**config.mk**
```make
export PLATFORM = sky130hd
export DESIGN_NAME = flash_rww_ctrl
export DESIGN_NICKNAME = d
export VERILOG_FILES = /design/src/flash_rww_pkg.sv /design/src/flash_rww_ctrl.sv
export SDC_FILE = /design/constraint.sdc
export NUM_CORES = 1
export LEC_CHECK = 0
export ABC_AREA = 1
export BUFFER_PORTS_ARGS = -buffer_cell sky130_fd_sc_hd__buf_2
export CELL_PAD_IN_SITES_DETAIL_PLACEMENT = 0
export CELL_PAD_IN_SITES_GLOBAL_PLACEMENT = 2
export CORE_UTILIZATION = 24
export DETAILED_ROUTE_END_ITERATION = 12
export MAX_ROUTING_LAYER = met4
export PLACE_DENSITY_LB_ADDON = 0.1
export SLEW_MARGIN = 10
export SYNTH_ARGS = -nofsm -noshare
export SYNTH_HDL_FRONTEND = slang
export SYNTH_SLANG_ARGS = --single-unit
```
**constraint.sdc**
```tcl
create_clock -name CLOCK_I -period 2 [get_ports CLOCK_I]
set_input_delay 0.2 -clock CLOCK_I [delete_from_list [all_inputs] [get_ports CLOCK_I]]
set_output_delay 0.2 -clock CLOCK_I [all_outputs]
set_load 0.01 [all_outputs]
```
**src/flash_rww_pkg.sv**
```systemverilog
// Constants shared by the self-programming flash controller
package flash_rww_pkg;
    // Register byte offsets on the bus
    localparam logic [3:0] CTRL_OFS = 4'h0;
    localparam logic [3:0] LOCK_OFS = 4'h4;
    localparam logic [3:0] STAT_OFS = 4'h8;
    // Control register fields
    localparam int BUSY_BIT = 6;
    localparam int RDEN_BIT = 4;
    // Lock register fields
    localparam int APP_LO = 0;
    localparam int APP_HI = 1;
    localparam int LDR_LO = 2;
    localparam int LDR_HI = 3;
    localparam logic [3:0] LOCK_RST = 4'hF;
    // Operation kinds from the core
    localparam logic [1:0] OP_ERASE = 2'h1;
    localparam logic [1:0] OP_WRITE = 2'h2;
    localparam logic [1:0] OP_LOAD = 2'h3;
    // Boot size fuse width
    localparam int FUSE_W = 2;
endpackage

```
**src/flash_rww_ctrl.sv**
```systemverilog
// Self-programming flash sequencer with concurrent-read gating
//
// Behaviour
// - Flash split into application and loader regions
// - Loader boundary follows the boot size fuses
// - Stores refused unless issued from loader code
// - Loader stores may target any page
// - Fixed concurrent/stalled split at constant address
// - Concurrent-region programming keeps CPU running
// - Stalled-region programming halts CPU, no reads
// - Loader region always inside stalled region
// - Busy flag reads one while region blocked
// - Separate lock sets for both regions
// - Pages only matter for programming
// - Busy set when concurrent programming starts
// - Busy cleared by read enable or load
// - Application lock bits gate stores and reads
`timescale 1ns/100ps
`default_nettype none
module flash_rww_ctrl
    import flash_rww_pkg::*;
#(
    parameter int ADDR_W = 14,
    parameter int PAGE_BITS = 6,
    parameter int LOADER_MIN = 256,
    parameter int STALLED_WORDS = 2048
) (
    // Clock and reset
    input wire logic CLOCK_I,
    input wire logic RESET_N_I,
    // Avalon-MM register slave
    input wire logic [3:0] AVS_ADDRESS_I,
    input wire logic AVS_READ_I,
    input wire logic AVS_WRITE_I,
    input wire logic [31:0] AVS_WRITEDATA_I,
    input wire logic [3:0] AVS_BYTEENABLE_I,
    output logic [31:0] AVS_READDATA_O,
    output logic AVS_WAITREQUEST_O,
    // Fuse pins
    input wire logic [FUSE_W-1:0] BOOT_SIZE_FUSES_I,
    // Program operations from the core
    input wire logic OP_VALID_I,
    input wire logic [1:0] OP_KIND_I,
    input wire logic [ADDR_W-1:0] OP_PC_I,
    input wire logic [ADDR_W-1:0] OP_ADDR_I,
    output logic OP_DONE_O,
    output logic OP_REFUSED_O,
    // Program reads and fetches from the core
    input wire logic READ_REQ_I,
    input wire logic [ADDR_W-1:0] READ_ADDR_I,
    input wire logic [ADDR_W-1:0] CPU_PC_I,
    output logic READ_OK_O,
    output logic READ_DENY_O,
    // Interrupt gating
    input wire logic VEC_IN_LOADER_I,
    output logic INT_BLOCK_O,
    // Flash array control
    output logic FLASH_ERASE_O,
    output logic FLASH_WRITE_O,
    output logic [ADDR_W-1:0] FLASH_ADDR_O,
    input wire logic FLASH_DONE_I,
    // Core halt and busy flag
    output logic CPU_HALT_O,
    output logic CONC_BUSY_O
);
    localparam int AW1 = ADDR_W + 1;
    // Top of flash, one past the last word
    localparam logic [AW1-1:0] TOP = AW1'(2 ** ADDR_W);
    localparam logic [AW1-1:0] STALL_BASE = AW1'(2 ** ADDR_W - STALLED_WORDS);

    // Refuse shapes the decode cannot serve
    generate
        if (LOADER_MIN * (2 ** (2 ** FUSE_W - 1)) > STALLED_WORDS) begin : g_bad_ldr
            $error("Largest loader exceeds stalled region");
        end
        if (STALLED_WORDS >= 2 ** ADDR_W || PAGE_BITS >= ADDR_W) begin : g_bad_map
            $error("Region or page size does not fit flash");
        end
    endgenerate
    typedef enum logic [1:0] {
        IDLE,
        RUN_CONC,
        RUN_STALL
    } st_t;

    // Reset synchroniser
    logic rst_meta_q;
    logic rst_n_q;
    // Fuse synchroniser
    logic [FUSE_W-1:0] fuse_meta_q;
    logic [FUSE_W-1:0] fuse_q;
    // Sequencer state
    st_t st_q;
    st_t st_d;
    // Busy flag and halt
    logic busy_q;
    logic halt_q;
    // Lock bits, one set per region
    logic [3:0] lock_q;
    // Last operation was refused
    logic refused_q;
    // Bus handshake
    logic wait_q;
    logic [31:0] rdata_q;
    // Reset release through two flops
    always_ff @(posedge CLOCK_I or negedge RESET_N_I) begin
        if (!RESET_N_I) begin
            rst_meta_q <= 1'b0;
            rst_n_q <= 1'b0;
        end else begin
            rst_meta_q <= 1'b1;
            rst_n_q <= rst_meta_q;
        end
    end

    // Fuse pins are static but asynchronous
    always_ff @(posedge CLOCK_I or negedge rst_n_q) begin
        if (!rst_n_q) begin
            fuse_meta_q <= '1;
            fuse_q <= '1;
        end else begin
            fuse_meta_q <= BOOT_SIZE_FUSES_I;
            fuse_q <= fuse_meta_q;
        end
    end

    // loader size doubles per step down in the fuse value
    wire [FUSE_W-1:0] shift_w = ~fuse_q;
    wire [AW1-1:0] ldr_words = AW1'(LOADER_MIN) << shift_w;
    wire [AW1-1:0] ldr_base = TOP - ldr_words;
    // region decode; base is an argument so callers track fuse changes
    function automatic logic in_ldr(input logic [ADDR_W-1:0] a, input logic [AW1-1:0] base);
        return {1'b0, a} >= base;
    endfunction
    function automatic logic in_conc(input logic [ADDR_W-1:0] a);
        return {1'b0, a} < STALL_BASE;
    endfunction
    // Operation checks
    wire op_from_ldr = in_ldr(OP_PC_I, ldr_base);
    wire tgt_ldr = in_ldr(OP_ADDR_I, ldr_base);
    wire tgt_conc = in_conc(OP_ADDR_I);
    wire is_load = OP_KIND_I == OP_LOAD;
    wire is_prog = OP_KIND_I == OP_ERASE || OP_KIND_I == OP_WRITE;
    // store lock picked by target region
    wire wr_locked = tgt_ldr ? !lock_q[LDR_LO] : !lock_q[APP_LO];
    // only loader code may start programming
    wire op_ok = op_from_ldr && (is_load || (is_prog && !wr_locked));
    wire op_take = OP_VALID_I && st_q == IDLE;
    wire prog_go = op_take && op_ok && is_prog;
    wire load_go = op_take && op_ok && is_load;
    wire op_bad = OP_VALID_I && !(op_take && op_ok);
    // Bus decode; writes land on the edge with waitrequest low
    wire acc = (AVS_READ_I || AVS_WRITE_I) && wait_q;
    wire wr0 = AVS_WRITE_I && !wait_q && AVS_BYTEENABLE_I[0];
    wire wr_ctrl = wr0 && AVS_ADDRESS_I == CTRL_OFS;
    wire wr_lock = wr0 && AVS_ADDRESS_I == LOCK_OFS;
    // Read enable only counts once programming is over
    wire rden_clr = wr_ctrl && AVS_WRITEDATA_I[RDEN_BIT] && st_q == IDLE;
    wire [31:0] ctrl_rd = 32'(busy_q) << BUSY_BIT;
    wire [31:0] lock_rd = {28'h0000000, lock_q};
    wire [31:0] stat_rd = {26'h0000000, fuse_q, refused_q, busy_q, st_q != IDLE, halt_q};
    wire [31:0] rd_mux = AVS_ADDRESS_I == CTRL_OFS ? ctrl_rd :
                         AVS_ADDRESS_I == LOCK_OFS ? lock_rd :
                         AVS_ADDRESS_I == STAT_OFS ? stat_rd : 32'h00000000;
    // Read checks
    wire rd_ldr = in_ldr(READ_ADDR_I, ldr_base);
    wire pc_ldr = in_ldr(CPU_PC_I, ldr_base);
    wire app_rd_lock = pc_ldr && !rd_ldr && !lock_q[APP_HI];
    wire ldr_rd_lock = !pc_ldr && rd_ldr && !lock_q[LDR_HI];
    // concurrent reads denied while busy, op untouched
    wire conc_blk = busy_q && in_conc(READ_ADDR_I);
    // no reads at all while halted
    wire rd_bad = halt_q || conc_blk || app_rd_lock || ldr_rd_lock;
    // vectors in the other region are masked once the running region's read lock bit is cleared
    wire int_blk_d = VEC_IN_LOADER_I ? (!pc_ldr && !lock_q[APP_HI]) : (pc_ldr && !lock_q[LDR_HI]);

    // Next state
    always_comb begin
        st_d = st_q;
        case (st_q)
            IDLE: begin
                if (prog_go) begin
                    st_d = tgt_conc ? RUN_CONC : RUN_STALL;
                end
            end
            RUN_CONC,
            RUN_STALL: begin
                if (FLASH_DONE_I) begin
                    st_d = IDLE;
                end
            end
            default: begin
                st_d = IDLE;
            end
        endcase
    end

    // Sequencer and flags
    always_ff @(posedge CLOCK_I or negedge rst_n_q) begin
        if (!rst_n_q) begin
            st_q <= IDLE;
            busy_q <= 1'b0;
            halt_q <= 1'b0;
            refused_q <= 1'b0;
        end else begin
            st_q <= st_d;
            if (prog_go && !tgt_conc) begin
                halt_q <= 1'b1;
            end else if (st_q == RUN_STALL && FLASH_DONE_I) begin
                halt_q <= 1'b0;
            end
            // busy set on concurrent start, set wins
            if (prog_go && tgt_conc) begin
                busy_q <= 1'b1;
            // cleared by read enable or page load
            end else if (rden_clr || load_go) begin
                busy_q <= 1'b0;
            end
            if (OP_VALID_I) begin
                refused_q <= op_bad;
            end
        end
    end

    // Flash strobes and page address
    always_ff @(posedge CLOCK_I or negedge rst_n_q) begin
        if (!rst_n_q) begin
            FLASH_ERASE_O <= 1'b0;
            FLASH_WRITE_O <= 1'b0;
            FLASH_ADDR_O <= '0;
        end else begin
            FLASH_ERASE_O <= prog_go && OP_KIND_I == OP_ERASE;
            FLASH_WRITE_O <= prog_go && OP_KIND_I == OP_WRITE;
            if (prog_go) begin
                FLASH_ADDR_O <= {OP_ADDR_I[ADDR_W-1:PAGE_BITS], PAGE_BITS'(0)};
            end
        end
    end
    // Answers to the core
    always_ff @(posedge CLOCK_I or negedge rst_n_q) begin
        if (!rst_n_q) begin
            OP_DONE_O <= 1'b0;
            READ_OK_O <= 1'b0;
            READ_DENY_O <= 1'b0;
            INT_BLOCK_O <= 1'b0;
        end else begin
            OP_DONE_O <= load_go || (st_q != IDLE && FLASH_DONE_I);
            READ_OK_O <= READ_REQ_I && !rd_bad;
            READ_DENY_O <= READ_REQ_I && rd_bad;
            INT_BLOCK_O <= int_blk_d;
        end
    end
    // Lock bits only go from unprogrammed to programmed
    always_ff @(posedge CLOCK_I or negedge rst_n_q) begin
        if (!rst_n_q) begin
            lock_q <= LOCK_RST;
        end else if (wr_lock) begin
            lock_q <= lock_q & AVS_WRITEDATA_I[3:0];
        end
    end

    // Bus slave answers one cycle after a request
    always_ff @(posedge CLOCK_I or negedge rst_n_q) begin
        if (!rst_n_q) begin
            wait_q <= 1'b1;
            rdata_q <= 32'h00000000;
        end else begin
            wait_q <= !acc;
            if (acc && AVS_READ_I) begin
                rdata_q <= rd_mux;
            end
        end
    end

    assign AVS_READDATA_O = rdata_q;
    assign AVS_WAITREQUEST_O = wait_q;
    assign OP_REFUSED_O = refused_q;
    assign CPU_HALT_O = halt_q;
    assign CONC_BUSY_O = busy_q;
endmodule
`default_nettype wire

```
==> metrics.md <==
| Metric | Value |
|---|---|
| Clock tree root driver cell | sky130_fd_sc_hd__clkbuf_8 |
| Critical path peak fanout | 7 |
| Synth Instances | 349 |
| Slowest stage delay, CP | around 0.60 ns |
| Core Rows | 37 |
| Startpoint Class | flop |
| Cell Count, Final, Fillers Out | 627 |
| Series of cell instances along the critical path | nand2_4 -> ha_4 -> inv_6 -> nand2_4 -> nand2_4 -> nor2_4 -> nand4_1 -> nand4_1 -> nand2_1 -> inv_2 -> nand3_4 -> nand2_2 -> nand2_2 -> nand2_1 -> nand2_1 |
| Crit path required time | 2.19 ns |
| Worst setup skew after layout | approximately 0.014 ns |
| Highest attainable clock frequency | 452 MHz |
| Number of different library cells in the post-synthesis netlist | 31 |
| Port Buf Inserts | a little over 100 |
| Initial antenna violation count | 0 |
| Overall fraction of global-route tracks in use | 13.0% |
| Cells after DPL | between 600 and 700 |
| Y dimension of the die | 107 µm |
| Drt pass-1 iters | 4 |
| Post-synthesis register bit count | 37 |
| Post-synthesis sequential area ratio | between 30% and 40% |
| Effective utilization at floorplan | 25.1% |
| CP Data Arrival Time | approximately 2.4 ns |
| Clock tree buffer depth | 2 |
| Crit path buffers/inverters | 2 |
| 1st-iter DRT viols | 57 |
| Routability congestion estimate | 0.765 |
| Total number of H-tree levels | 2 |
| Final wirelength | ~7000 µm |
| Average instance area after synthesis | 7.56 µm² |
| Grt total ovfl | 0 |
| Reg clk slew, reported paths | 0.09 ns |
| Number of nets in the finished design | 620 |
| Mapped cell area | approximately 2600 µm² |
| Number of pins exceeding their max-slew limit in the final report | 0 |
| Failing checks | negative setup slack |
| Worst-Skew Late Latency | roughly 0.30 ns |
| Routed via count divided by cell count | 3.98 |
| HPWL after detailed placement | 5710 µm |
| Setup violators final | 19 |
| Final worst-path cycle share | 111% |
| # clock sinks | 37 |
| Vias after detailed routing | ~2500 |
| Total chip power | approximately 2500 µW |
| Area growth, synth to finish | 41.6% |
| Antenna Violating Nets Remaining | 0 |
| Average routed wire per standard cell | 11.1 µm |
| Min-delay worst type | input pin to flop |
| Placeable core region | between 10000 and 15000 µm² |
| Slowest cell on the critical path | sky130_fd_sc_hd__dfstp_2 |
| Number of top-level design ports | 164 |
| Total inserted antenna cells | 0 |
| Share of layout cells above drive strength 1 | between 40% and 50% |
| Filler cells | 1146 |
| Type of destination of the critical path | flop |
| Max Cap Violations | 0 |
| RSZ-0062 raised after global routing | true |
| Horiz. Die Dim | roughly 110 µm |
| Number of warnings issued by yosys | 0 |
| Worst setup path class | flop to flop |
| Worst vdd rail ir drop | between 0.0003 and 0.0004 V |
| Wire length of the first global-routing pass | 11200 µm |
| Worst slack at placement | -0.294 ns |
| Final Hold Viols | 0 |
| Die Footprint | between 10000 and 15000 µm² |
| Leading cell types in the layout, fill and taps excluded | sky130_fd_sc_hd__buf_2, sky130_fd_sc_hd__nand2_1, sky130_fd_sc_hd__inv_1 |
| Worst setup slack after layout | -0.212 ns |
| DRC | 0 |
| Static leakage | approximately 0.0021 µW |
| TritonCTS Buffers | 5 |
| Most common cell after layout, fill and taps aside | sky130_fd_sc_hd__buf_2 |
| Cell family with the largest share of critical-path delay | simple AND/OR/NAND/NOR gates |
| Via count of the first global-routing pass | 2361 |
| Final critical-path required period | between 2 and 2.5 ns |
| Core utilization of the finished layout | a little over a third |
| Clock tree from TritonCTS | yes |
| Result of the run | finished, violations left |
| Final total negative setup slack | -3.41 ns |
| P per Cell Area | 672 nW/µm² |
| Pin count of the biggest net entering global routing | 36 |
[state kept, by name (all words and copies together) (netlist names), 2 cells and up]
name,count
fuse_q,2
lock_q,4
fuse_meta_q,2
AVS_READDATA_O,7
FLASH_ADDR_O,8
st_q,2
[cells in the mapped netlist (all sizes together)]
master | count | area, µm²
nand2 | 83 | 319
inv | 56 | 210
nor2 | 34 | 135
buf | 33 | 259
dfrtp | 28 | 701
o21ai | 24 | 139
ha | 22 | 275
nand3 | 21 | 128
a21oi | 10 | 50.1
dfstp | 9 | 236
nand4 | 7 | 50.1
or2 | 4 | 25.0
nand3b | 3 | 22.5
nor3 | 3 | 15.0
nor4 | 3 | 18.8
o21bai | 3 | 22.5
conb | 2 | 7.51
nor3b | 2 | 15.0
clkbuf | 1 | 3.75
o22ai | 1 | 6.26
[power by group]
group / internal (µW) / leakage [µW] / switching [µW]
Sequential: 920 / 0.000458 / 113
Clock: 252 / 0.0000447 / 300
Combinational: 409 / 0.00158 / 516
[worst min-delay path, cell delays in order]
cell                      delay, ns
sky130_fd_sc_hd__buf_2         0.10
sky130_fd_sc_hd__inv_1         0.04
sky130_fd_sc_hd__a21oi_1       0.05
[worst paths after layout]
path,from,end,slack (ns),depth (start not counted)
max,fuse_q[1],st_q[0],-0.21,15
min,AVS_WRITEDATA_I[0],lock_q[0],0.09,3
max reg2reg,fuse_q[1],st_q[0],-0.21,15
min reg2reg,rst_n_q,FLASH_ADDR_O[11],0.27,1
max in group asynchronous,rst_n_q,lock_q[3],1.37,1
min in group asynchronous,RESET_N_I,rst_meta_q,0.21,2
[cells by family (layout without fill, tap and decap cells)]
family                     Yosys count  after routing  synth area share (%)
and+or+nand+nor                    160            161                  27.6
buffers and inverters               90            197                  17.9
AOI/OAI and AO/OA                   38             38                  8.25
DFF                                 37             37                  35.5
adders and majority gates           22             22                  10.4
other                                2             36                 0.285
[cell type report]
class | instances | area, µm² | share of cell area, %
clock inverters | 3 | 25.0 | 0.670
repair buffers | 133 | 762 | 20.4
flip-flops and latches | 37 | 937 | 25.1
inverters | 56 | 220 | 5.89
multi-input cells | 257 | 1550 | 41.6
well taps | 136 | 170 | 4.55
clock buffers | 5 | 68.8 | 1.84
[layer usage]
metal  routed length [µm]  part of all wire [%]  track usage, %
met1                 3360                    48            17.1
met2                 3240                    46            20.9
met3                  320                   4.6            2.37
met4                   46                  0.66            2.94
met5                    0                     0               -
[through the flow]
step	instance area, µm²	hold slack, ns
CTS	3640	0.00132
finish	3740	0.0909
floorplan	2810	-0.0956
global placement	3380	-0.0133
detailed placement	3380	-0.0136
global route	3740	0.0874
[what timing repair did]
item	in CTS	in global routing
pin swaps	11	20
gates resized for setup	15	29
hold endpoints to repair	3	1
hold buffers	2	1
setup buffers	7	1
setup endpoints to repair	18	19
cloned	1	0
(Power assumes the default switching activity.)
